**src/rtl/tmr_defs.svh**
```systemverilog
/*
 * Register offsets, field positions, reset values and timing counts for the
 * timer output and prescaler control block.
 * Assumes inclusion by bare name from design and test files.
 */
`ifndef TMR_DEFS_SVH
`define TMR_DEFS_SVH

// ****************************************************************
// Register word indices (printed offsets are not all word aligned,
// so each is an index and the byte address is four times it)
// ****************************************************************
`define IDX_PORT2_DIR 16'hFF22
`define IDX_PRESCALER 16'hFF61
`define IDX_OUT_CTRL 16'hFF63
`define IDX_PORT2_ANA 16'hFF84
`define IDX_MODE_CTRL 16'hFF60
`define IDX_STATUS 16'hFF70
`define ADDR_W 18

// ****************************************************************
// Reset values
// ****************************************************************
`define RST_PORT2_DIR 8'hFF
`define RST_PRESCALER 8'h00
`define RST_OUT_CTRL 8'h00
`define RST_PORT2_ANA 8'h00
`define RST_MODE_CTRL 8'h00

// ****************************************************************
// Field positions
// ****************************************************************
`define OC_PIN_EN 0
`define OC_INV_ZERO 1
`define OC_LVL_CLR 2
`define OC_LVL_SET 3
`define OC_INV_ONE 4
`define OC_OS_EN 5
`define OC_OS_TRIG 6
`define PS_CLK_LO 0
`define PS_EDGE_A_LO 4
`define PS_EDGE_B_LO 6
`define MC_MODE_LO 1
`define OC_RD_MASK 8'h33
`define PS_RD_MASK 8'hF3
`define MC_RD_MASK 8'h0E
`define PA_RD_MASK 8'h0F

// ****************************************************************
// Prescaler divide counts
// ****************************************************************
`define DIV4_LAST 8'h03
`define DIV256_LAST 8'hFF

`endif

```
**src/rtl/tmr_pkg.sv**
```systemverilog
/*
 * Types for the timer output and prescaler control block.
 * Assumes tmr_defs.svh holds all numeric constants.
 */
package tmr_pkg;

  typedef enum logic [1:0] {
    EDGE_FALL,
    EDGE_RISE,
    EDGE_BAD,
    EDGE_BOTH
  } edge_sel_t;

  typedef enum logic [1:0] {
    CLK_DIV1,
    CLK_DIV4,
    CLK_DIV256,
    CLK_EDGE_A
  } clk_sel_t;

  // Avalon-MM request from the master
  typedef struct packed {
    logic [17:0] address;
    logic read;
    logic write;
    logic [31:0] writedata;
    logic [3:0] byteenable;
  } avm_req_t;

  // Avalon-MM answer to the master
  typedef struct packed {
    logic [31:0] readdata;
    logic waitrequest;
    logic [1:0] response;
  } avm_rsp_t;

endpackage

```
**src/rtl/edge_filter.sv**
```systemverilog
/*
 * Input synchroniser, two-sample noise filter and valid-edge detector.
 * Assumes i_pin is asynchronous; i_sample marks filter sampling cycles.
 */
`include "tmr_defs.svh"

module edge_filter
  import tmr_pkg::*;
(
  // Clock and reset
  input wire logic i_clk,
  input wire logic i_rst,
  // Control
  input wire logic i_sample,
  input wire logic i_run,
  input wire edge_sel_t i_edge,
  // Pin and result
  input wire logic i_pin,
  output logic o_edge
);

  logic sync1_r;
  logic sync2_r;
  logic samp_r;
  logic level_r;
  logic prev_r;

  always_ff @(posedge i_clk or posedge i_rst) begin
    if (i_rst) begin
      sync1_r <= 1'b0;
      sync2_r <= 1'b0;
    end else begin
      sync1_r <= i_pin;
      sync2_r <= sync1_r;
    end
  end

  // Level accepted only when two consecutive samples agree
  always_ff @(posedge i_clk or posedge i_rst) begin
    if (i_rst) begin
      samp_r <= 1'b0;
      level_r <= 1'b0;
    end else if (i_sample) begin
      samp_r <= sync2_r;
      if (samp_r == sync2_r) begin
        level_r <= sync2_r;
      end
    end
  end

  // Last held level freezes while stopped, low after reset
  always_ff @(posedge i_clk or posedge i_rst) begin
    if (i_rst) begin
      prev_r <= 1'b0;
    end else if (i_run) begin
      prev_r <= level_r;
    end
  end

  // Edge code decode
  always_comb begin
    o_edge = 1'b0;
    if (i_run && (prev_r != level_r)) begin
      unique case (i_edge)
        EDGE_FALL: o_edge = !level_r;
        EDGE_RISE: o_edge = level_r;
        EDGE_BAD: o_edge = 1'b0;
        EDGE_BOTH: o_edge = 1'b1;
      endcase
    end
  end

endmodule

```
**src/rtl/count_prescaler.sv**
```systemverilog
/*
 * Count clock selection: divide by 1, 4, 256 or input A valid edges.
 * Assumes i_edge_a is a one-cycle pulse on the same clock.
 */
`include "tmr_defs.svh"

module count_prescaler
  import tmr_pkg::*;
(
  // Clock and reset
  input wire logic i_clk,
  input wire logic i_rst,
  // Control
  input wire logic i_run,
  input wire clk_sel_t i_sel,
  input wire logic i_edge_a,
  // Count enable pulse
  output logic o_tick
);

  logic [7:0] div_r;

  always_ff @(posedge i_clk or posedge i_rst) begin
    if (i_rst) begin
      div_r <= 8'h00;
    end else if (!i_run) begin
      div_r <= 8'h00;
    end else begin
      div_r <= div_r + 8'h01;
    end
  end

  // Count clock selection
  always_comb begin
    unique case (i_sel)
      CLK_DIV1: o_tick = i_run;
      CLK_DIV4: o_tick = i_run && (div_r[1:0] == `DIV4_LAST);
      CLK_DIV256: o_tick = i_run && (div_r == `DIV256_LAST);
      CLK_EDGE_A: o_tick = i_run && i_edge_a;
    endcase
  end

endmodule

```
**src/rtl/timer_output_prescaler_control.sv**
```systemverilog
/*
 * Timer output control, prescaler and edge selection, shared pin setup,
 * with a small counter core so compare matches drive the output flip-flop.
 * Assumes an Avalon-MM master on i_clk (20 MHz) and asynchronous pins.
 */
`include "tmr_defs.svh"

module timer_output_prescaler_control
  import tmr_pkg::*;
#(
  parameter int CNT_W = 16
) (
  // Clock and reset
  input wire logic i_clk,
  input wire logic i_rst,
  // Register bus
  input wire avm_req_t i_avm,
  output avm_rsp_t o_avm,
  // Compare values from the counter core
  input wire logic [CNT_W-1:0] i_cmp_zero,
  input wire logic [CNT_W-1:0] i_cmp_one,
  // Port 2 pins
  input wire logic i_event_input_a,
  input wire logic i_port2_pin1,
  output logic o_port2_pin1,
  output logic o_port2_pin1_oe,
  output logic o_main_counter_nz
);

  // ****************************************************************
  // Registers
  // ****************************************************************
  logic [7:0] port2_direction_r;
  logic [7:0] prescaler_edge_select_r;
  logic [7:0] timer_output_control_r;
  logic [7:0] port2_analog_select_r;
  logic [7:0] timer_mode_control_r;
  logic [CNT_W-1:0] main_counter_r;
  logic out_ff_r;
  logic os_active_r;
  logic os_pend_r;
  logic [31:0] rdata_r;
  logic [1:0] resp_r;
  logic ack_r;

  logic run;
  logic tick;
  logic tick_a_filt;
  logic edge_a;
  logic edge_b;
  logic sample_a;
  logic sample_b;
  logic [2:0] mode;
  logic match_zero;
  logic match_one;
  logic overflow;
  logic clear_start;
  logic acc;
  logic wr_hit;
  logic [7:0] wbyte;
  logic lvl_set;
  logic lvl_clr;
  logic os_trig;
  logic pin1_as_input;
  clk_sel_t clk_sel;

  // ****************************************************************
  // Bus helpers
  // ****************************************************************
  function automatic logic hit(input logic [17:0] a, input logic [15:0] idx);
    hit = (a == {idx, 2'b00});
  endfunction

  function automatic logic known(input logic [17:0] a);
    known = hit(a, `IDX_PORT2_DIR) || hit(a, `IDX_PRESCALER) ||
            hit(a, `IDX_OUT_CTRL) || hit(a, `IDX_PORT2_ANA) ||
            hit(a, `IDX_MODE_CTRL) || hit(a, `IDX_STATUS);
  endfunction

  // One wait cycle on every access, answered on the following edge;
  // a write lands only at the edge where waitrequest is seen low
  assign acc = (i_avm.read || i_avm.write) && !ack_r;
  assign wr_hit = i_avm.write && ack_r && i_avm.byteenable[0];
  assign wbyte = i_avm.writedata[7:0];

  always_ff @(posedge i_clk or posedge i_rst) begin
    if (i_rst) begin
      ack_r <= 1'b0;
    end else begin
      ack_r <= acc;
    end
  end

  // ****************************************************************
  // Software registers
  // ****************************************************************
  // Writes land whatever the timer state; software keeps it stopped
  always_ff @(posedge i_clk or posedge i_rst) begin
    if (i_rst) begin
      port2_direction_r <= `RST_PORT2_DIR;
      prescaler_edge_select_r <= `RST_PRESCALER;
      timer_output_control_r <= `RST_OUT_CTRL;
      port2_analog_select_r <= `RST_PORT2_ANA;
      timer_mode_control_r <= `RST_MODE_CTRL;
    end else if (wr_hit) begin
      if (hit(i_avm.address, `IDX_PORT2_DIR)) begin
        port2_direction_r <= wbyte;
      end
      if (hit(i_avm.address, `IDX_PRESCALER)) begin
        prescaler_edge_select_r <= wbyte & `PS_RD_MASK;
      end
      // Level and trigger bits are strobes, never stored
      if (hit(i_avm.address, `IDX_OUT_CTRL)) begin
        timer_output_control_r <= wbyte & `OC_RD_MASK;
      end
      if (hit(i_avm.address, `IDX_PORT2_ANA)) begin
        port2_analog_select_r <= wbyte & `PA_RD_MASK;
      end
      if (hit(i_avm.address, `IDX_MODE_CTRL)) begin
        timer_mode_control_r <= wbyte & `MC_RD_MASK;
      end
    end
  end

  assign lvl_set = wr_hit && hit(i_avm.address, `IDX_OUT_CTRL) &&
                   wbyte[`OC_LVL_SET];
  assign lvl_clr = wr_hit && hit(i_avm.address, `IDX_OUT_CTRL) &&
                   wbyte[`OC_LVL_CLR];
  // Trigger is a write strobe: nothing to clear, always reads 0
  assign os_trig = wr_hit && hit(i_avm.address, `IDX_OUT_CTRL) &&
                   wbyte[`OC_OS_TRIG];

  always_ff @(posedge i_clk or posedge i_rst) begin
    if (i_rst) begin
      rdata_r <= 32'h0000_0000;
      resp_r <= 2'b00;
    end else if (acc && i_avm.read) begin
      rdata_r <= 32'h0000_0000;
      resp_r <= known(i_avm.address) ? 2'b00 : 2'b10;
      if (hit(i_avm.address, `IDX_PORT2_DIR)) begin
        rdata_r[7:0] <= port2_direction_r;
      end
      if (hit(i_avm.address, `IDX_PRESCALER)) begin
        rdata_r[7:0] <= prescaler_edge_select_r;
      end
      if (hit(i_avm.address, `IDX_OUT_CTRL)) begin
        rdata_r[7:0] <= timer_output_control_r;
      end
      if (hit(i_avm.address, `IDX_PORT2_ANA)) begin
        rdata_r[7:0] <= port2_analog_select_r;
      end
      if (hit(i_avm.address, `IDX_MODE_CTRL)) begin
        rdata_r[7:0] <= timer_mode_control_r;
      end
      if (hit(i_avm.address, `IDX_STATUS)) begin
        rdata_r[CNT_W-1:0] <= main_counter_r;
        rdata_r[CNT_W] <= out_ff_r;
        rdata_r[CNT_W+1] <= os_active_r;
      end
    end else if (acc && i_avm.write) begin
      resp_r <= known(i_avm.address) ? 2'b00 : 2'b10;
    end
  end

  always_comb begin
    o_avm.readdata = rdata_r;
    o_avm.response = resp_r;
    o_avm.waitrequest = (i_avm.read || i_avm.write) && !ack_r;
  end

  // ****************************************************************
  // Mode, prescaler and input edges
  // ****************************************************************
  assign mode = timer_mode_control_r[`MC_MODE_LO +: 3];
  // Any nonzero upper pair runs the counter
  assign run = (mode[2:1] != 2'b00);
  assign clk_sel = clk_sel_t'(prescaler_edge_select_r[`PS_CLK_LO +: 2]);

  // Filter on peripheral clock when input A is the count clock, else on
  // the count clock
  assign sample_a = (clk_sel == CLK_EDGE_A) ? 1'b1 : tick;
  assign sample_b = tick;

  edge_filter u_filt_a (
    .i_clk(i_clk),
    .i_rst(i_rst),
    .i_sample(sample_a),
    .i_run(run),
    .i_edge(edge_sel_t'(prescaler_edge_select_r[`PS_EDGE_A_LO +: 2])),
    .i_pin(i_event_input_a),
    .o_edge(edge_a)
  );

  // Pin 1 input path is only live when configured as an input
  assign pin1_as_input = port2_direction_r[1] && !port2_analog_select_r[1];

  edge_filter u_filt_b (
    .i_clk(i_clk),
    .i_rst(i_rst),
    .i_sample(sample_b),
    .i_run(run && pin1_as_input),
    .i_edge(edge_sel_t'(prescaler_edge_select_r[`PS_EDGE_B_LO +: 2])),
    .i_pin(i_port2_pin1),
    .o_edge(edge_b)
  );

  assign tick_a_filt = edge_a;

  count_prescaler u_presc (
    .i_clk(i_clk),
    .i_rst(i_rst),
    .i_run(run),
    .i_sel(clk_sel),
    .i_edge_a(tick_a_filt),
    .o_tick(tick)
  );

  // ****************************************************************
  // Counter
  // ****************************************************************
  assign match_zero = run && tick && (main_counter_r == i_cmp_zero);
  assign match_one = run && tick && (main_counter_r == i_cmp_one);
  assign overflow = run && tick && (main_counter_r == {CNT_W{1'b1}});
  assign clear_start = (mode[2:1] == 2'b10) && edge_a &&
                       (clk_sel != CLK_EDGE_A);

  always_ff @(posedge i_clk or posedge i_rst) begin
    if (i_rst) begin
      main_counter_r <= '0;
    end else if (!run) begin
      main_counter_r <= '0;
    end else if (clear_start) begin
      main_counter_r <= '0;
    end else if (tick) begin
      if ((mode[2:1] == 2'b11) && match_zero) begin
        main_counter_r <= '0;
      end else begin
        main_counter_r <= main_counter_r + 1'b1;
      end
    end
  end

  assign o_main_counter_nz = (main_counter_r != '0);

  // ****************************************************************
  // One-shot sequencing
  // ****************************************************************
  // Armed by trigger, or by input A edge in clear-start mode; rises on
  // match one, falls on match zero. Only free and input-A modes end it,
  // because match-zero clearing never overflows
  always_ff @(posedge i_clk or posedge i_rst) begin
    if (i_rst) begin
      os_pend_r <= 1'b0;
      os_active_r <= 1'b0;
    end else if (!timer_output_control_r[`OC_OS_EN] ||
                 (mode[2:1] == 2'b11) || !run) begin
      os_pend_r <= 1'b0;
      os_active_r <= 1'b0;
    end else if (os_trig || clear_start) begin
      os_pend_r <= 1'b1;
      os_active_r <= 1'b0;
    end else if (os_pend_r && match_one) begin
      os_pend_r <= 1'b0;
      os_active_r <= 1'b1;
    end else if (os_active_r && match_zero) begin
      os_active_r <= 1'b0;
    end
  end

  // ****************************************************************
  // Output flip-flop
  // ****************************************************************
  // Level bits win over matches; 11 is prohibited and acts like 00, so matches still apply
  always_ff @(posedge i_clk or posedge i_rst) begin
    if (i_rst) begin
      out_ff_r <= 1'b0;
    end else if (lvl_set != lvl_clr) begin
      out_ff_r <= lvl_set;
    end else if (timer_output_control_r[`OC_OS_EN]) begin
      if (os_pend_r && match_one) begin
        out_ff_r <= 1'b1;
      end else if (os_active_r && match_zero) begin
        out_ff_r <= 1'b0;
      end
    end else if ((match_one && timer_output_control_r[`OC_INV_ONE]) ^
                 (match_zero && timer_output_control_r[`OC_INV_ZERO])) begin
      out_ff_r <= !out_ff_r;
    end
  end

  // ****************************************************************
  // Shared pin 1
  // ****************************************************************
  // Driven only in output mode, port function; disabled output is low
  always_ff @(posedge i_clk or posedge i_rst) begin
    if (i_rst) begin
      o_port2_pin1 <= 1'b0;
      o_port2_pin1_oe <= 1'b0;
    end else begin
      o_port2_pin1 <= timer_output_control_r[`OC_PIN_EN] && out_ff_r;
      o_port2_pin1_oe <= !port2_direction_r[1] &&
                         !port2_analog_select_r[1];
    end
  end

  logic unused_edge_b;
  assign unused_edge_b = edge_b && overflow;

endmodule

```
**config.mk**
```make
export PLATFORM = sky130hd
export DESIGN_NAME = timer_output_prescaler_control
export DESIGN_NICKNAME = d
export VERILOG_FILES = /design/src/rtl/tmr_pkg.sv /design/src/rtl/edge_filter.sv /design/src/rtl/count_prescaler.sv /design/src/rtl/timer_output_prescaler_control.sv
export VERILOG_INCLUDE_DIRS = /design/src /design/src/rtl
export SDC_FILE = /design/constraint.sdc
export NUM_CORES = 1
export LEC_CHECK = 0
export BUFFER_PORTS_ARGS = -buffer_cell sky130_fd_sc_hd__buf_2
export CORE_UTILIZATION = 35
export CTS_CLUSTER_SIZE = 28
export DETAILED_ROUTE_END_ITERATION = 10
export PLACE_DENSITY_LB_ADDON = 0.25
export SYNTH_ARGS = -nofsm -noshare
export SYNTH_HDL_FRONTEND = slang
export SYNTH_SLANG_ARGS = --single-unit
export TNS_END_PERCENT = 1
```
**constraint.sdc**
```tcl
create_clock -name i_clk -period 6.5 [get_ports i_clk]
set_clock_uncertainty 0.2 [all_clocks]
set_input_delay 1.3 -clock i_clk [delete_from_list [all_inputs] [get_ports i_clk]]
set_output_delay 1.3 -clock i_clk [all_outputs]
set_load 0.02 [all_outputs]
```
Word-level counts from Yosys, hierarchy flattened --
Cells that the tools add are included.
Storage, ports and cells: word-level logic and storage cells 131, output and inout bits 38, input port bits 92, register bits 80
Cells by class: bitwise logic cells 1, eq/ne operators 24, add/subtract/negate cells 2, reduce and logical (&&, ||, !) cells 56, muxes and demuxes 28
Operators by type and width (count):
- $eq A18 B18 Y1 const B | 6
- $mux W16 | 4
- $mux W8 | 6
- $eq A16 B16 Y1 | 2
- $logic_and A1 B1 Y1 | 25
- $mux W18 | 1
- $add A16 B1 Y16 const B | 1
- $reduce_bool A16 Y1 | 1
- $eq A2 B2 Y1 const B | 7
- $reduce_and A2 Y1 | 7
- $mux W1 | 12
- $logic_or A1 B1 Y1 | 9
- $add A8 B1 Y8 const B | 1
- $eq A8 B8 Y1 const B | 1
- $pmux W1 S4 | 2
- $logic_not A1 Y1 | 7
- $mux W2 | 3
- $reduce_bool A3 Y1 | 2
- $eq A2 B1 Y1 const B | 2
- $logic_not A2 Y1 | 2
- $ne A4 B1 Y1 const B | 1
- $reduce_bool A2 Y1 | 2
- $reduce_bool A4 Y1 | 1
- $ne A3 B1 Y1 const B | 1
- 4 further kinds | 5

Longest topological paths before layout --
Gate-level depths: netlist (run 1).
word-level depth 12, gate-level depth with buffers 10

Cells and area by module --
From an unflattened synthesis (run 1), not the netlist that was laid out.
Second synthesis, totals: cells, all modules 444, area total of the unflattened synthesis 4479.3 µm²
By module, submodules not included:
- timer_output_prescaler_control | cells each 391, instances 1, area each 3872.5 µm²
- count_prescaler | cells each 38, instances 1, area each 402.9 µm²
- edge_filter | cells each 15, instances 1, area each 203.9 µm²

Least setup slack after synthesis (run 1) --
Ideal clock, no wire load.
kind input to register, start input port i_avm[39] (netlist name), end register timer_mode_control_r[1], cell stages on the path 5, path slack 2.914 ns, arrival time 3.262 ns, path buffers 0, cell sequence or2_1 -> or4_4 -> or3b_4 -> nor4_1 -> mux2_2
Between the ends: word-level cells in the longest chain between the ends 2
RTL lines:
- from (decl) | line timer_output_prescaler_control.sv:17 | input wire avm_req_t i_avm,
- $eq A18 B18 Y1 | line timer_output_prescaler_control.sv:71 | hit = (a == {idx, 2'b00});
- $reduce_and A2 Y1 (no line)
- to (signal assigned) | line timer_output_prescaler_control.sv:104 | timer_mode_control_r <= `RST_MODE_CTRL;
- to (signal assigned) | line timer_output_prescaler_control.sv:120 | timer_mode_control_r <= wbyte & `MC_RD_MASK;
- to (decl) | line timer_output_prescaler_control.sv:37 | logic [7:0] timer_mode_control_r;
Every way passes these cells. A chain may end at the register's enable or synchronous reset.

Worst setup path after layout (run 1) --
start input port i_cmp_zero[4], end register main_counter_r[5]
Between the ends: word-level cells in the longest chain between the ends 7
RTL lines:
- from (decl) | line timer_output_prescaler_control.sv:20 | input wire logic [CNT_W-1:0] i_cmp_zero,
- $eq A16 B16 Y1 | line timer_output_prescaler_control.sv:221 | assign match_zero = run && tick && (main_counter_r == i_cmp_zero);
- $logic_and A1 B1 Y1 | line timer_output_prescaler_control.sv:221
- $logic_and A1 B1 Y1 | line timer_output_prescaler_control.sv:235 | if ((mode[2:1] == 2'b11) && match_zero) begin
- $mux W16 | line timer_output_prescaler_control.sv:235
- $mux W16 | line timer_output_prescaler_control.sv:234 | end else if (tick) begin
- $mux W16 | line timer_output_prescaler_control.sv:232 | end else if (clear_start) begin
- $mux W16 | line timer_output_prescaler_control.sv:230 | end else if (!run) begin
- to (signal assigned) | line timer_output_prescaler_control.sv:238 | main_counter_r <= main_counter_r + 1'b1;
- to (decl) | line timer_output_prescaler_control.sv:38 | logic [CNT_W-1:0] main_counter_r;
Every way passes these cells. The select of a mux whose other input is x is not followed.

==> flow_summary.html, run 1 <==
<table>
<tr><th>Metric</th><th>Value</th></tr>
<tr><th colspan="2">Outcome</th></tr>
<tr><td>Status</td><td>completed</td></tr>
<tr><th colspan="2">Global route</th></tr>
<tr><td>Largest net degree at the start of global routing</td><td>80</td></tr>
<tr><td>Aggregate global routing overflow</td><td>0</td></tr>
<tr><td>Wire length of the first global-routing pass</td><td>17300 um</td></tr>
<tr><td>Initial antenna violation count</td><td>0</td></tr>
<tr><td>Vias in the first global route</td><td>3357</td></tr>
<tr><td>Total Routing Usage GR</td><td>17.1%</td></tr>
<tr><th colspan="2">Yosys</th></tr>
<tr><td>Sequential element share of the synthesized area</td><td>45.3%</td></tr>
<tr><td>Synthesized-area fraction occupied by and/or/nand/nor cells</td><td>20.4%</td></tr>
<tr><td>Share of synthesized area spent on multiplexers</td><td>7.42%</td></tr>
<tr><td>Avg Inst Size Synth</td><td>9.57 sq um</td></tr>
<tr><td>Xor and xnor fraction of the mapped netlist area</td><td>8.20%</td></tr>
<tr><td>Cell count after synthesis</td><td>458</td></tr>
<tr><td>Adder and majority gate portion of the synthesized area</td><td>0.857%</td></tr>
<tr><td>Largest cells by area after synthesis</td><td>sky130_fd_sc_hd__dfrtp_1 (41%), sky130_fd_sc_hd__mux2_2 (7.2%), sky130_fd_sc_hd__xnor2_1 (7.2%), sky130_fd_sc_hd__nand2_1 (5.1%), sky130_fd_sc_hd__dfstp_2 (4.8%)</td></tr>
<tr><td>Synth area leader</td><td>sky130_fd_sc_hd__dfrtp_1</td></tr>
<tr><td>Largest family of logic cells by synthesized area</td><td>simple AND/OR/NAND/NOR gates</td></tr>
<tr><td>Number of synthesis warnings</td><td>0</td></tr>
<tr><td>Number of distinct standard cells referenced by the synthesized netlist</td><td>56</td></tr>
<tr><td>Dominant synthesized flop cell</td><td>sky130_fd_sc_hd__dfrtp_1</td></tr>
<tr><td>Portion of synthesized cell area occupied by the leading cell type</td><td>40.5%</td></tr>
<tr><td>Asr flop ratio synth</td><td>100%</td></tr>
<tr><td>Synth Area in Compound Gates</td><td>11.1%</td></tr>
<tr><td>Post-synth EDFFs</td><td>0</td></tr>
<tr><td>Netlist area before placement</td><td>0.00438 sq mm</td></tr>
<tr><td>Register bit count reported by yosys</td><td>79</td></tr>
<tr><th colspan="2">Worst setup path</th></tr>
<tr><td>Capture instance of the worst register-to-register path</td><td>main_counter_r[5]</td></tr>
<tr><td>R2R depth</td><td>7</td></tr>
<tr><td>Worst path cell trace</td><td>buf_2 &gt; xnor2_1 &gt; nand4_1 &gt; nor4_1 &gt; a311o_1 &gt; o21ai_0 &gt; nand2_1 &gt; o41ai_1</td></tr>
<tr><td>Largest fanout of any net on the critical path</td><td>28</td></tr>
<tr><td>Worst Setup End Kind</td><td>register</td></tr>
<tr><td>Data arrival at the endpoint of the critical path</td><td>3.98 ns</td></tr>
<tr><td>CP Capture Point</td><td>main_counter_r[5]</td></tr>
<tr><td>Classification of the worst setup path</td><td>in2reg</td></tr>
<tr><td>Start of the worst register-to-register path</td><td>main_counter_r[5]</td></tr>
<tr><td>Launching instance or port of the critical path</td><td>i_cmp_zero[4]</td></tr>
<tr><td>Combined buffer and inverter count along the critical path</td><td>1</td></tr>
<tr><td>Data required time of the worst path</td><td>6.48 ns</td></tr>
<tr><td>Family with the most delay on the worst path</td><td>simple AND/OR/NAND/NOR gates</td></tr>
<tr><td>Critical Path Max Stage Delay</td><td>0.95 ns</td></tr>
<tr><td>Worst setup SP type</td><td>input port</td></tr>
<tr><td>Stages on the worst setup path</td><td>8</td></tr>
<tr><td>Cell with the largest stage delay on the worst path</td><td>sky130_fd_sc_hd__nor4_1</td></tr>
<tr><td>Slack of the worst reg-to-reg path</td><td>2.92 ns</td></tr>
<tr><th colspan="2">Job</th></tr>
<tr><td>Number of violations of the max-capacitance limit</td><td>0</td></tr>
<tr><th colspan="2">Power and ir drop</th></tr>
<tr><td>Power Density</td><td>216 mW/mm^2</td></tr>
<tr><td>Peak ir drop on the vdd network</td><td>132 uV</td></tr>
<tr><td>Standby leakage power</td><td>2.33 nW</td></tr>
<tr><td>Total power of the final layout</td><td>1.12 mW</td></tr>
<tr><th colspan="2">Timing</th></tr>
<tr><td>Final period demand of the worst path</td><td>4.00 ns</td></tr>
<tr><td>Summed negative setup slack over all endpoints</td><td>0 ns</td></tr>
<tr><td>F_max</td><td>250 MHz</td></tr>
<tr><td>Final count of hold timing violations</td><td>0</td></tr>
<tr><td>Number of max-slew violations in the final report</td><td>0</td></tr>
<tr><td>Post-route clock period utilization</td><td>61.5%</td></tr>
<tr><td>Measured slew at the worst slew-check pin</td><td>1.09 ns</td></tr>
<tr><td>Unrepaired setup endpoints after global routing</td><td>no</td></tr>
<tr><td>Relative slew margins</td><td>26.9%</td></tr>
<tr><td>Final setup vio count</td><td>0</td></tr>
<tr><th colspan="2">Clocking</th></tr>
<tr><td>Hold_buf cts</td><td>0</td></tr>
<tr><td>Clk Latency, worst-skew pair</td><td>0.33 ns</td></tr>
<tr><td>Number of buffers added by the clock tree synthesis step</td><td>9</td></tr>
<tr><td>Clock Pin Slew Worst Setup and Hold Paths</td><td>0.07 ns</td></tr>
<tr><td>CTS H-Tree Depth</td><td>3</td></tr>
<tr><td>CTS tree</td><td>built</td></tr>
<tr><td>CTS sink count</td><td>79</td></tr>
<tr><td>Root buf cell</td><td>sky130_fd_sc_hd__clkbuf_16</td></tr>
<tr><td>Clk buf depth</td><td>2</td></tr>
<tr><td>Post-CTS Resized</td><td>0</td></tr>
<tr><td>Number of setup buffers added after CTS</td><td>0</td></tr>
<tr><th colspan="2">Floorplanning</th></tr>
<tr><td>Die extent in y</td><td>114 um</td></tr>
<tr><td>Placeable core region</td><td>0.0121 sq mm</td></tr>
<tr><td>Starting density of the core</td><td>36.2%</td></tr>
<tr><td>Ports</td><td>130</td></tr>
<tr><td>Width of the die</td><td>114 um</td></tr>
<tr><td>Floorplan die area</td><td>0.0130 sq mm</td></tr>
<tr><td>Number of cell rows</td><td>40</td></tr>
<tr><th colspan="2">Final layout</th></tr>
<tr><td>Synthesis-to-finish area growth</td><td>17.9%</td></tr>
<tr><td>NumNets Final</td><td>621</td></tr>
<tr><td>Share of post-route cells with drive strength above 1</td><td>27.7%</td></tr>
<tr><td>Ant diodes</td><td>0</td></tr>
<tr><td>Core utilization of the finished layout</td><td>42.7%</td></tr>
<tr><th colspan="2">Detailed routing</th></tr>
<tr><td>Post-route antenna net violation count</td><td>0</td></tr>
<tr><td>Average wire length per cell after detail routing</td><td>15.4 um</td></tr>
<tr><td>Vias per cell</td><td>5.05</td></tr>
<tr><td>First-pass iteration count of the detailed router</td><td>4</td></tr>
<tr><td>Wirelength, routed</td><td>10700 um</td></tr>
<tr><td>DRC</td><td>0</td></tr>
<tr><td>First DRT Iteration DRCs</td><td>159</td></tr>
<tr><td>Via total after detailed routing</td><td>3528</td></tr>
<tr><th colspan="2">Placed design</th></tr>
<tr><td>Count of input and output buffers</td><td>86</td></tr>
<tr><td>Total half-perimeter wirelength after legalization and detailed placement</td><td>7880 um</td></tr>
<tr><td>Routability Congestion</td><td>0.785</td></tr>
<tr><th colspan="2">Worst hold path</th></tr>
<tr><td>Number of stages on the worst hold path</td><td>0</td></tr>
<tr><td>Min-delay worst type</td><td>reg2reg</td></tr>
</table>
[worst min-delay path by stage]
stage                           startpoint                to
final                     u_filt_a.sync1_r  u_filt_a.sync2_r
after global routing      u_filt_a.sync1_r  u_filt_a.sync2_r
after CTS                 u_filt_a.sync1_r  u_filt_a.sync2_r
after detailed placement  u_filt_a.sync1_r  u_filt_a.sync2_r
after global placement    u_filt_a.sync1_r  u_filt_a.sync2_r
after floorplan           u_filt_a.sync1_r  u_filt_a.sync2_r
[flip-flops by register name, indices dropped and copies added, names as in the netlist, 3 cells and up]
signal,flops
main_counter_r,16
port2_analog_select_r,4
u_presc.div_r,8
prescaler_edge_select_r,6
timer_output_control_r,4
timer_mode_control_r,3
rdata_r,18
port2_direction_r,8
[per-stage QoR]
step           cell area, sq um  setup WS (ns)  hold WS (ns)  instances
2_1_floorplan              4430           2.91         0.131        472
3_3_place_gp               4850           2.24         0.133        683
3_5_place_dp               4850           2.25         0.137        683
4_1_cts                    5170           2.58         0.150        699
5_1_grt                    5170           2.35         0.171        699
6_report                   5170           2.50         0.148        699
[where the power goes]
part | total [mW] | leakage, nW | switching (mW) | internal, mW
Sequential | 0.502 | 1.04 | 0.00430 | 0.498
Combinational | 0.0813 | 1.14 | 0.0512 | 0.0302
Clock | 0.532 | 0.152 | 0.197 | 0.336
Total | 1.12 | 2.33 | 0.252 | 0.864
[cell families after synthesis]
kind of cell | Yosys count
AND/OR/NAND/NOR | 170
XOR/XNOR | 41
flip-flops | 79
other | 1
adder cells (fa/ha/maj) | 3
multiplexers | 29
buffers and inverters | 59
AO/OA/AOI/OAI | 76
[Yosys cell counts, types with 3 or more instances]
cell and n:
sky130_fd_sc_hd__nand2_1 60, sky130_fd_sc_hd__nor2_1 21, sky130_fd_sc_hd__dfrtp_1 71, sky130_fd_sc_hd__buf_4 17, sky130_fd_sc_hd__o21ai_0 29, sky130_fd_sc_hd__inv_1 15, sky130_fd_sc_hd__nor2b_1 4, sky130_fd_sc_hd__xor2_1 5
sky130_fd_sc_hd__clkbuf_1 24, sky130_fd_sc_hd__xnor2_1 36, sky130_fd_sc_hd__o41ai_1 4, sky130_fd_sc_hd__dfstp_2 8, sky130_fd_sc_hd__or3_1 5, sky130_fd_sc_hd__nand2b_1 5, sky130_fd_sc_hd__ha_1 3, sky130_fd_sc_hd__and3_1 8
sky130_fd_sc_hd__nor4_1 7, sky130_fd_sc_hd__nand4_1 13, sky130_fd_sc_hd__a31oi_1 4, sky130_fd_sc_hd__nor3_1 5, sky130_fd_sc_hd__o22ai_1 3, sky130_fd_sc_hd__nand3_1 23, sky130_fd_sc_hd__a21oi_1 13, sky130_fd_sc_hd__o31ai_1 6
sky130_fd_sc_hd__a222oi_1 3, sky130_fd_sc_hd__a221oi_1 4, sky130_fd_sc_hd__mux2_2 28
[cells in the final DEF, fill, tap and decap left out, drive strengths merged, types with 3 or more instances in the layout]
cell	instances
conb	15
a31oi	4
clkbuf	10
buf	87
o31ai	6
nand4	14
mux2	28
ha	3
and3	8
a221oi	4
o41ai	4
dfstp	8
a21oi	13
a222oi	3
o22ai	3
or3	5
nand2b	5
nor3	5
dfrtp	71
o21ai	29
nor2b	4
xnor2	36
nand2	60
nand3	23
inv	14
nor2	22
clkinv	4
nor4	7
xor2	5
[metal layers]
layer / vias up / part of all wire (%) / GRT usage (%)
li1: 1724 / - / -
met1: 1702 / 48 / 23.8
met2: 91 / 47 / 27.1
met3: 11 / 4.4 / 2.92
met4: 0 / 0.81 / 5.71
met5: - / 0 / 0
[final cells by class]
| cell class | instances | area (sq um) |
|---|---|---|
| inverters | 15 | 57.6 |
| fillers | 1195 | 6940 |
| flip-flops and latches | 79 | 1990 |
| clock inverters | 6 | 86.3 |
| clock buffers | 10 | 229 |
| well taps | 168 | 210 |
| multi-input cells | 334 | 2160 |
| repair buffers | 87 | 438 |
(Power assumes the default switching activity.)
==> inputs of run 2 (changes only) <==
Clock period 6.5 ns to 4 ns, I/O delays scaled along.
==> run 2 against run 1 <==
Routed wire length up 2.8%. Worst hold slack better by 0.0018 ns. Final area up 0.90%. Combinational power up 65%. Die area unchanged. Highest routed layer unchanged. Via count up 2.5%. Count of clock-buffer cells in the layout up 1. Cell count up 0.86%. Sequential power up 63%. First-iteration DRC count up 1.9%. Largest cell class unchanged.
==> flow_summary.html, run 2 (same netlist as run 1, synthesis figures left out) <==
<table>
<tr><th>Metric</th><th>Value</th></tr>
<tr><th colspan="2">Clocking</th></tr>
<tr><td>Clock Pin Slew Worst Setup and Hold Paths</td><td>0.06 ns (was 0.07 ns)</td></tr>
<tr><td>Root buf cell</td><td>sky130_fd_sc_hd__clkbuf_16 (unchanged)</td></tr>
<tr><td>Number of setup buffers added after CTS</td><td>0 (unchanged)</td></tr>
<tr><td>CTS tree</td><td>built (unchanged)</td></tr>
<tr><td>Post-CTS Resized</td><td>0 (unchanged)</td></tr>
<tr><td>CTS H-Tree Depth</td><td>3 (unchanged)</td></tr>
<tr><td>Hold_buf cts</td><td>0 (unchanged)</td></tr>
<tr><td>CTS sink count</td><td>79 (unchanged)</td></tr>
<tr><td>Number of buffers added by the clock tree synthesis step</td><td>9 (unchanged)</td></tr>
<tr><td>Clk buf depth</td><td>2 (unchanged)</td></tr>
<tr><td>Clk Latency, worst-skew pair</td><td>0.34 ns (was 0.33 ns)</td></tr>
<tr><th colspan="2">Timing</th></tr>
<tr><td>F_max</td><td>323 MHz</td></tr>
<tr><td>Final setup vio count</td><td>0 (unchanged)</td></tr>
<tr><td>Measured slew at the worst slew-check pin</td><td>1.04 ns (was 1.09 ns)</td></tr>
<tr><td>Final count of hold timing violations</td><td>0 (unchanged)</td></tr>
<tr><td>Summed negative setup slack over all endpoints</td><td>0 ns (unchanged)</td></tr>
<tr><td>Post-route clock period utilization</td><td>77.3%</td></tr>
<tr><td>Unrepaired setup endpoints after global routing</td><td>no (unchanged)</td></tr>
<tr><td>Number of max-slew violations in the final report</td><td>0 (unchanged)</td></tr>
<tr><td>Final critical-path setup slack</td><td>0.906 ns (was 2.50 ns)</td></tr>
<tr><td>Relative slew margins</td><td>30.5% (was 26.9%)</td></tr>
<tr><td>Final period demand of the worst path</td><td>3.09 ns</td></tr>
<tr><th colspan="2">Worst setup path</th></tr>
<tr><td>Classification of the worst setup path</td><td>in2reg (unchanged)</td></tr>
<tr><td>Critical Path Max Stage Delay</td><td>0.51 ns (was 0.95 ns)</td></tr>
<tr><td>R2R depth</td><td>7 (unchanged)</td></tr>
<tr><td>Data arrival at the endpoint of the critical path</td><td>3.11 ns (was 3.98 ns)</td></tr>
<tr><td>Start of the worst register-to-register path</td><td>main_counter_r[7] (was main_counter_r[5])</td></tr>
<tr><td>Capture instance of the worst register-to-register path</td><td>out_ff_r (was main_counter_r[5])</td></tr>
<tr><td>Slack of the worst reg-to-reg path</td><td>1.08 ns (was 2.92 ns)</td></tr>
<tr><td>Largest fanout of any net on the critical path</td><td>8 (was 28)</td></tr>
<tr><td>Worst setup SP type</td><td>input port (unchanged)</td></tr>
<tr><td>Cell with the largest stage delay on the worst path</td><td>sky130_fd_sc_hd__or4_4 (was sky130_fd_sc_hd__nor4_1)</td></tr>
<tr><td>Worst path cell trace</td><td>buf_2 &gt; or2_1 &gt; or4_4 &gt; or3b_4 &gt; nor3b_4 &gt; nand4_4 &gt; mux2_2 (was buf_2 &gt; xnor2_1 &gt; nand4_1 &gt; nor4_1 &gt; a311o_1 &gt; o21ai_0 &gt; nand2_1 &gt; o41ai_1)</td></tr>
<tr><td>Data required time of the worst path</td><td>4.02 ns (was 6.48 ns)</td></tr>
<tr><td>Worst Setup End Kind</td><td>register (unchanged)</td></tr>
<tr><th colspan="2">Final layout</th></tr>
<tr><td>Ant diodes</td><td>0 (unchanged)</td></tr>
<tr><td>NumNets Final</td><td>627 (was 621)</td></tr>
<tr><td>Synthesis-to-finish area growth</td><td>19.0% (was 17.9%)</td></tr>
<tr><td>Max reg flops</td><td>18 (unchanged)</td></tr>
<tr><td>Non-filler cells, final</td><td>705 (was 699)</td></tr>
<tr><td>Largest registers ranked by flip-flop count</td><td>rdata_r x18, main_counter_r x16 (unchanged)</td></tr>
<tr><td>Filler cell count</td><td>1198 (was 1195)</td></tr>
<tr><td>Most flops, register</td><td>rdata_r (unchanged)</td></tr>
<tr><td>Share of post-route cells with drive strength above 1</td><td>28.7% (was 27.7%)</td></tr>
<tr><td>Most common cell after layout, fill and taps aside</td><td>sky130_fd_sc_hd__buf_2 (unchanged)</td></tr>
<tr><td>Top library cells by usage in the layout, fill and taps aside</td><td>sky130_fd_sc_hd__buf_2 (86), sky130_fd_sc_hd__dfrtp_1 (71), sky130_fd_sc_hd__nand2_1 (60) (unchanged)</td></tr>
<tr><th colspan="2">Placed design</th></tr>
<tr><td>Routability Congestion</td><td>0.812 (was 0.785)</td></tr>
<tr><td>Number of placed instances, taps included</td><td>689 (was 683)</td></tr>
<tr><td>Count of input and output buffers</td><td>86 (unchanged)</td></tr>
<tr><td>Minimum setup slack after placement</td><td>0.574 ns (was 2.25 ns)</td></tr>
<tr><td>Total half-perimeter wirelength after legalization and detailed placement</td><td>8110 um (was 7880 um)</td></tr>
<tr><th colspan="2">Detailed routing</th></tr>
<tr><td>First DRT Iteration DRCs</td><td>162 (was 159)</td></tr>
<tr><td>DRC</td><td>0 (unchanged)</td></tr>
<tr><td>Vias per cell</td><td>5.13 (was 5.05)</td></tr>
<tr><td>First-pass iteration count of the detailed router</td><td>5 (was 4)</td></tr>
<tr><td>Wirelength, routed</td><td>11000 um (was 10700 um)</td></tr>
<tr><td>Post-route antenna net violation count</td><td>0 (unchanged)</td></tr>
<tr><td>Via total after detailed routing</td><td>3616 (was 3528)</td></tr>
<tr><td>Average wire length per cell after detail routing</td><td>15.7 um (was 15.4 um)</td></tr>
<tr><th colspan="2">Floorplanning</th></tr>
<tr><td>Ports</td><td>130 (unchanged)</td></tr>
<tr><td>Floorplan die area</td><td>0.0130 sq mm (unchanged)</td></tr>
<tr><td>Width of the die</td><td>114 um (unchanged)</td></tr>
<tr><td>Placeable core region</td><td>0.0121 sq mm (unchanged)</td></tr>
<tr><td>Number of cell rows</td><td>40 (unchanged)</td></tr>
<tr><td>Die extent in y</td><td>114 um (unchanged)</td></tr>
<tr><td>Starting density of the core</td><td>36.2% (unchanged)</td></tr>
<tr><th colspan="2">Worst hold path</th></tr>
<tr><td>Min-delay worst type</td><td>reg2reg (unchanged)</td></tr>
<tr><td>Sink of the worst hold path</td><td>u_filt_a.sync2_r (unchanged)</td></tr>
<tr><td>Worst hold path startpoint</td><td>u_filt_a.sync1_r (unchanged)</td></tr>
<tr><td>Number of stages on the worst hold path</td><td>0 (unchanged)</td></tr>
<tr><th colspan="2">Outcome</th></tr>
<tr><td>Status</td><td>completed (unchanged)</td></tr>
<tr><th colspan="2">Global route</th></tr>
<tr><td>Aggregate global routing overflow</td><td>0 (unchanged)</td></tr>
<tr><td>Initial antenna violation count</td><td>0 (unchanged)</td></tr>
<tr><td>Largest net degree at the start of global routing</td><td>35 (was 80)</td></tr>
<tr><td>Vias in the first global route</td><td>3406 (was 3357)</td></tr>
<tr><td>Wire length of the first global-routing pass</td><td>18100 um (was 17300 um)</td></tr>
<tr><td>Total Routing Usage GR</td><td>18.1% (was 17.1%)</td></tr>
<tr><th colspan="2">Power and ir drop</th></tr>
<tr><td>Peak ir drop on the vdd network</td><td>199 uV (was 132 uV)</td></tr>
<tr><td>Power Density</td><td>348 mW/mm^2 (was 216 mW/mm^2)</td></tr>
<tr><td>Standby leakage power</td><td>2.36 nW (was 2.33 nW)</td></tr>
<tr><th colspan="2">Job</th></tr>
<tr><td>Number of violations of the max-capacitance limit</td><td>0 (unchanged)</td></tr>
</table>
run 2: where the power goes:
group | internal [mW] | switching, mW
clock network | 0.522 | 0.341
logic | 0.0497 | 0.0848
registers | 0.809 | 0.00719
run 2: metrics by stage:
step                area [sq um]  hold slack, ns  power [mW]  utilization (%)
floorplan                   4430           0.131       0.916                -
global placement            4900           0.133       0.964             40.4
detailed placement          4900           0.142       0.966             40.4
CTS                         5210           0.156        1.83             43.0
global route                5210           0.165        1.89             43.0
finish                      5210           0.150        1.81             43.0
run 2: area by class of cell:
| type | instances | area [sq um] | area share [%] |
|---|---|---|---|
| multi-input cells | 334 | 2160 | 41.4 |
| flip-flops and latches | 79 | 1990 | 38.1 |
| repair buffers | 93 | 483 | 9.26 |
| clock buffers | 11 | 253 | 4.85 |
| well taps | 168 | 210 | 4.03 |
| clock inverters | 5 | 63.8 | 1.22 |
| inverters | 15 | 57.6 | 1.10 |
run 2: worst max-delay path, delay by kind of cell:
family / cells / cell delay, ns
muxes: 1 / 0.32
buffers and inverters: 1 / 0.09
and+or+nand+nor: 5 / 1.89
run 2: worst max-delay path by stage:
stage / endpoint / startpoint
floorplan: timer_mode_control_r[1] / i_avm[39]
global placement: prescaler_edge_select_r[0] / i_avm[39]
detailed placement: prescaler_edge_select_r[5] / i_avm[39]
CTS: prescaler_edge_select_r[5] / i_avm[39]
global route: rdata_r[0] / i_avm[39]
finish: prescaler_edge_select_r[5] / i_avm[39]
run 2: per-layer routing:
layer  global-route usage [%]  share of wire, %  vias to the layer above
met4                     7.36               2.1                        0
li1                         -                 -                     1747
met2                     28.5                47                       95
met5                        0                 0                        -
met3                     2.60               4.0                       18
met1                     25.0                46                     1756
==> inputs of run 3 (changes only) <==
Clock period 4 ns to 3.2 ns, I/O delays scaled along.
==> run 3 against run 2 <==
Routed wire length up 0.51%. Power up 24%. Critical path depth unchanged. Combinational power up 27%. Cell count up 1.3%. Via count about the same. Critical path type unchanged. Core utilization up 0.82 points. Critical endpoint is now prescaler_edge_select_r[7]. Non-clock buffer count up 9. Final area up 1.9%.
==> flow_summary.html, run 3 (same netlist as run 1, synthesis figures left out) <==
<table>
<tr><th>Metric</th><th>Value</th></tr>
<tr><th colspan="2">Power and ir drop</th></tr>
<tr><td>Power Density</td><td>424 mW/mm^2 (was 348 mW/mm^2)</td></tr>
<tr><td>Internal Pwr Total</td><td>1.73 mW (was 1.38 mW)</td></tr>
<tr><td>Peak ir drop on the vdd network</td><td>284 uV (was 199 uV)</td></tr>
<tr><td>Power share of the clock group</td><td>47.2% (was 47.6%)</td></tr>
<tr><td>Portion of total power attributed to sequential cells</td><td>45.3% (was 45.0%)</td></tr>
<tr><td>Combinational power share</td><td>7.5% (was 7.4%)</td></tr>
<tr><td>Standby leakage power</td><td>2.41 nW (was 2.36 nW)</td></tr>
<tr><td>Net switching power figure</td><td>0.529 mW (was 0.433 mW)</td></tr>
<tr><td>Total power of the final layout</td><td>2.25 mW (was 1.81 mW)</td></tr>
<tr><td>Switching share of power</td><td>23.5% (was 23.9%)</td></tr>
<tr><th colspan="2">Detailed routing</th></tr>
<tr><td>Post-route antenna net violation count</td><td>0 (unchanged)</td></tr>
<tr><td>First DRT Iteration DRCs</td><td>186 (was 162)</td></tr>
<tr><td>Vias per cell</td><td>5.06 (was 5.13)</td></tr>
<tr><td>Wirelength, routed</td><td>11100 um (was 11000 um)</td></tr>
<tr><td>Via total after detailed routing</td><td>3613 (was 3616)</td></tr>
<tr><td>DRC</td><td>0 (unchanged)</td></tr>
<tr><td>First-pass iteration count of the detailed router</td><td>5 (unchanged)</td></tr>
<tr><td>Average wire length per cell after detail routing</td><td>15.5 um (was 15.7 um)</td></tr>
<tr><th colspan="2">Clocking</th></tr>
<tr><td>Number of setup buffers added after CTS</td><td>0 (unchanged)</td></tr>
<tr><td>CTS H-Tree Depth</td><td>3 (unchanged)</td></tr>
<tr><td>CTS tree</td><td>built (unchanged)</td></tr>
<tr><td>Clk Latency, worst-skew pair</td><td>0.34 ns (about the same)</td></tr>
<tr><td>Post-CTS Resized</td><td>0 (unchanged)</td></tr>
<tr><td>CTS sink count</td><td>79 (unchanged)</td></tr>
<tr><td>Clk buf depth</td><td>2 (unchanged)</td></tr>
<tr><td>Number of buffers added by the clock tree synthesis step</td><td>9 (unchanged)</td></tr>
<tr><td>Root buf cell</td><td>sky130_fd_sc_hd__clkbuf_16 (unchanged)</td></tr>
<tr><td>Hold_buf cts</td><td>0 (unchanged)</td></tr>
<tr><td>Clock Pin Slew Worst Setup and Hold Paths</td><td>0.06 ns (about the same)</td></tr>
<tr><th colspan="2">Worst setup path</th></tr>
<tr><td>Data arrival at the endpoint of the critical path</td><td>2.84 ns (was 3.11 ns)</td></tr>
<tr><td>Combined buffer and inverter count along the critical path</td><td>1 (unchanged)</td></tr>
<tr><td>Worst path cell trace</td><td>buf_2 &gt; or2_1 &gt; or4_4 &gt; or3b_4 &gt; nor3b_4 &gt; nand4_4 &gt; mux2_2 (unchanged)</td></tr>
<tr><td>Family with the most delay on the worst path</td><td>simple AND/OR/NAND/NOR gates (unchanged)</td></tr>
<tr><td>Largest fanout of any net on the critical path</td><td>6 (was 8)</td></tr>
<tr><td>Start of the worst register-to-register path</td><td>u_presc.div_r[0] (was main_counter_r[7])</td></tr>
<tr><td>Worst setup SP type</td><td>input port (unchanged)</td></tr>
<tr><td>Classification of the worst setup path</td><td>in2reg (unchanged)</td></tr>
<tr><td>Critical Path Max Stage Delay</td><td>0.51 ns (about the same)</td></tr>
<tr><td>Data required time of the worst path</td><td>3.22 ns (was 4.02 ns)</td></tr>
<tr><td>Cell with the largest stage delay on the worst path</td><td>sky130_fd_sc_hd__or4_4 (unchanged)</td></tr>
<tr><td>Capture instance of the worst register-to-register path</td><td>out_ff_r (unchanged)</td></tr>
<tr><td>R2R depth</td><td>8 (was 7)</td></tr>
<tr><td>Worst Setup End Kind</td><td>register (unchanged)</td></tr>
<tr><td>Slack of the worst reg-to-reg path</td><td>0.52 ns (was 1.08 ns)</td></tr>
<tr><th colspan="2">Worst hold path</th></tr>
<tr><td>Min-delay worst type</td><td>reg2reg (unchanged)</td></tr>
<tr><td>Number of stages on the worst hold path</td><td>0 (unchanged)</td></tr>
<tr><td>Worst hold path startpoint</td><td>u_filt_a.sync1_r (unchanged)</td></tr>
<tr><td>Sink of the worst hold path</td><td>u_filt_a.sync2_r (unchanged)</td></tr>
<tr><th colspan="2">Floorplanning</th></tr>
<tr><td>Starting density of the core</td><td>36.2% (unchanged)</td></tr>
<tr><td>Die extent in y</td><td>114 um (unchanged)</td></tr>
<tr><td>Placeable core region</td><td>0.0121 sq mm (unchanged)</td></tr>
<tr><td>Number of cell rows</td><td>40 (unchanged)</td></tr>
<tr><td>Ports</td><td>130 (unchanged)</td></tr>
<tr><td>Floorplan die area</td><td>0.0130 sq mm (unchanged)</td></tr>
<tr><td>Width of the die</td><td>114 um (unchanged)</td></tr>
<tr><th colspan="2">Global route</th></tr>
<tr><td>Aggregate global routing overflow</td><td>0 (unchanged)</td></tr>
<tr><td>Total Routing Usage GR</td><td>17.7% (was 18.1%)</td></tr>
<tr><td>Vias in the first global route</td><td>3439 (was 3406)</td></tr>
<tr><td>Largest net degree at the start of global routing</td><td>45 (was 35)</td></tr>
<tr><td>Wire length of the first global-routing pass</td><td>17700 um (was 18100 um)</td></tr>
<tr><td>Initial antenna violation count</td><td>0 (unchanged)</td></tr>
<tr><th colspan="2">Final layout</th></tr>
<tr><td>NumNets Final</td><td>636 (was 627)</td></tr>
<tr><td>Ant diodes</td><td>0 (unchanged)</td></tr>
<tr><td>Core utilization of the finished layout</td><td>43.9% (was 43.0%)</td></tr>
<tr><td>Non-filler cells, final</td><td>714 (was 705)</td></tr>
<tr><td>Most flops, register</td><td>rdata_r (unchanged)</td></tr>
<tr><td>Synthesis-to-finish area growth</td><td>21.2% (was 19.0%)</td></tr>
<tr><td>Top library cells by usage in the layout, fill and taps aside</td><td>sky130_fd_sc_hd__buf_2 (86), sky130_fd_sc_hd__dfrtp_1 (71), sky130_fd_sc_hd__nand2_1 (60) (unchanged)</td></tr>
<tr><td>Most common cell after layout, fill and taps aside</td><td>sky130_fd_sc_hd__buf_2 (unchanged)</td></tr>
<tr><td>Max reg flops</td><td>18 (unchanged)</td></tr>
<tr><td>Largest registers ranked by flip-flop count</td><td>rdata_r x18, main_counter_r x16 (unchanged)</td></tr>
<tr><td>Share of post-route cells with drive strength above 1</td><td>29.7% (was 28.7%)</td></tr>
<tr><th colspan="2">Timing</th></tr>
<tr><td>F_max</td><td>354 MHz</td></tr>
<tr><td>Unrepaired setup endpoints after global routing</td><td>no (unchanged)</td></tr>
<tr><td>Final count of hold timing violations</td><td>0 (unchanged)</td></tr>
<tr><td>Final setup vio count</td><td>0 (unchanged)</td></tr>
<tr><td>Measured slew at the worst slew-check pin</td><td>0.782 ns (was 1.04 ns)</td></tr>
<tr><td>Final critical-path setup slack</td><td>0.378 ns (was 0.906 ns)</td></tr>
<tr><td>Relative slew margins</td><td>47.9% (was 30.5%)</td></tr>
<tr><td>Post-route clock period utilization</td><td>88.2%</td></tr>
<tr><td>Final period demand of the worst path</td><td>2.82 ns</td></tr>
<tr><td>Summed negative setup slack over all endpoints</td><td>0 ns (unchanged)</td></tr>
<tr><td>Number of max-slew violations in the final report</td><td>0 (unchanged)</td></tr>
<tr><th colspan="2">Placed design</th></tr>
<tr><td>Routability Congestion</td><td>0.837 (was 0.812)</td></tr>
<tr><td>Count of input and output buffers</td><td>86 (unchanged)</td></tr>
<tr><td>Minimum setup slack after placement</td><td>0.0567 ns (was 0.574 ns)</td></tr>
<tr><td>Total half-perimeter wirelength after legalization and detailed placement</td><td>8180 um (was 8110 um)</td></tr>
<tr><td>Number of placed instances, taps included</td><td>698 (was 689)</td></tr>
<tr><th colspan="2">Outcome</th></tr>
<tr><td>Status</td><td>completed (unchanged)</td></tr>
<tr><th colspan="2">Job</th></tr>
<tr><td>Number of violations of the max-capacitance limit</td><td>0 (unchanged)</td></tr>
</table>
-- run 3: worst max-delay path by stage --
stage / start / endpoint / slack [ns] / cells after the start
3_3_place_gp: i_avm[39] / prescaler_edge_select_r[4] / 0.06 / 7
3_5_place_dp: i_avm[39] / prescaler_edge_select_r[5] / 0.06 / 7
2_1_floorplan: i_avm[39] / timer_mode_control_r[1] / 0.27 / 5
5_1_grt: u_presc.div_r[0] / main_counter_r[15] / 0.28 / 8
6_report: i_avm[39] / prescaler_edge_select_r[7] / 0.38 / 7
4_1_cts: i_avm[39] / prescaler_edge_select_r[7] / 0.39 / 7
-- run 3: metrics by stage --
stage,hold slack (ns),area (sq um)
2_1_floorplan,0.131,4430
3_3_place_gp,0.132,5000
3_5_place_dp,0.136,5000
4_1_cts,0.150,5310
5_1_grt,0.161,5310
6_report,0.152,5310
-- run 3: area by class of cell --
cell class | instances | area (sq um)
clock inverters | 4 | 53.8
clock buffers | 12 | 256
fillers | 1197 | 6800
well taps | 168 | 210
multi-input cells | 334 | 2160
flip-flops and latches | 79 | 1990
inverters | 15 | 57.6
repair buffers | 102 | 588
-- run 3: power groups by stage --
stage               registers, mW  logic, mW  clock network, mW
global placement             1.04      0.169                  0
floorplan                    1.05     0.0983                  0
global route                 1.02      0.187               1.13
CTS                          1.02      0.172               1.08
detailed placement           1.04      0.172                  0
finish                       1.02      0.170               1.06
-- run 3: metal layers --
layer / track usage (%) / wire, um / up-vias
met5: 0 / 0 / -
met2: 27.6 / 5140 / 126
met1: 24.2 / 5110 / 1716
met4: 6.15 / 192 / 0
met3: 3.93 / 651 / 12
li1: - / - / 1759
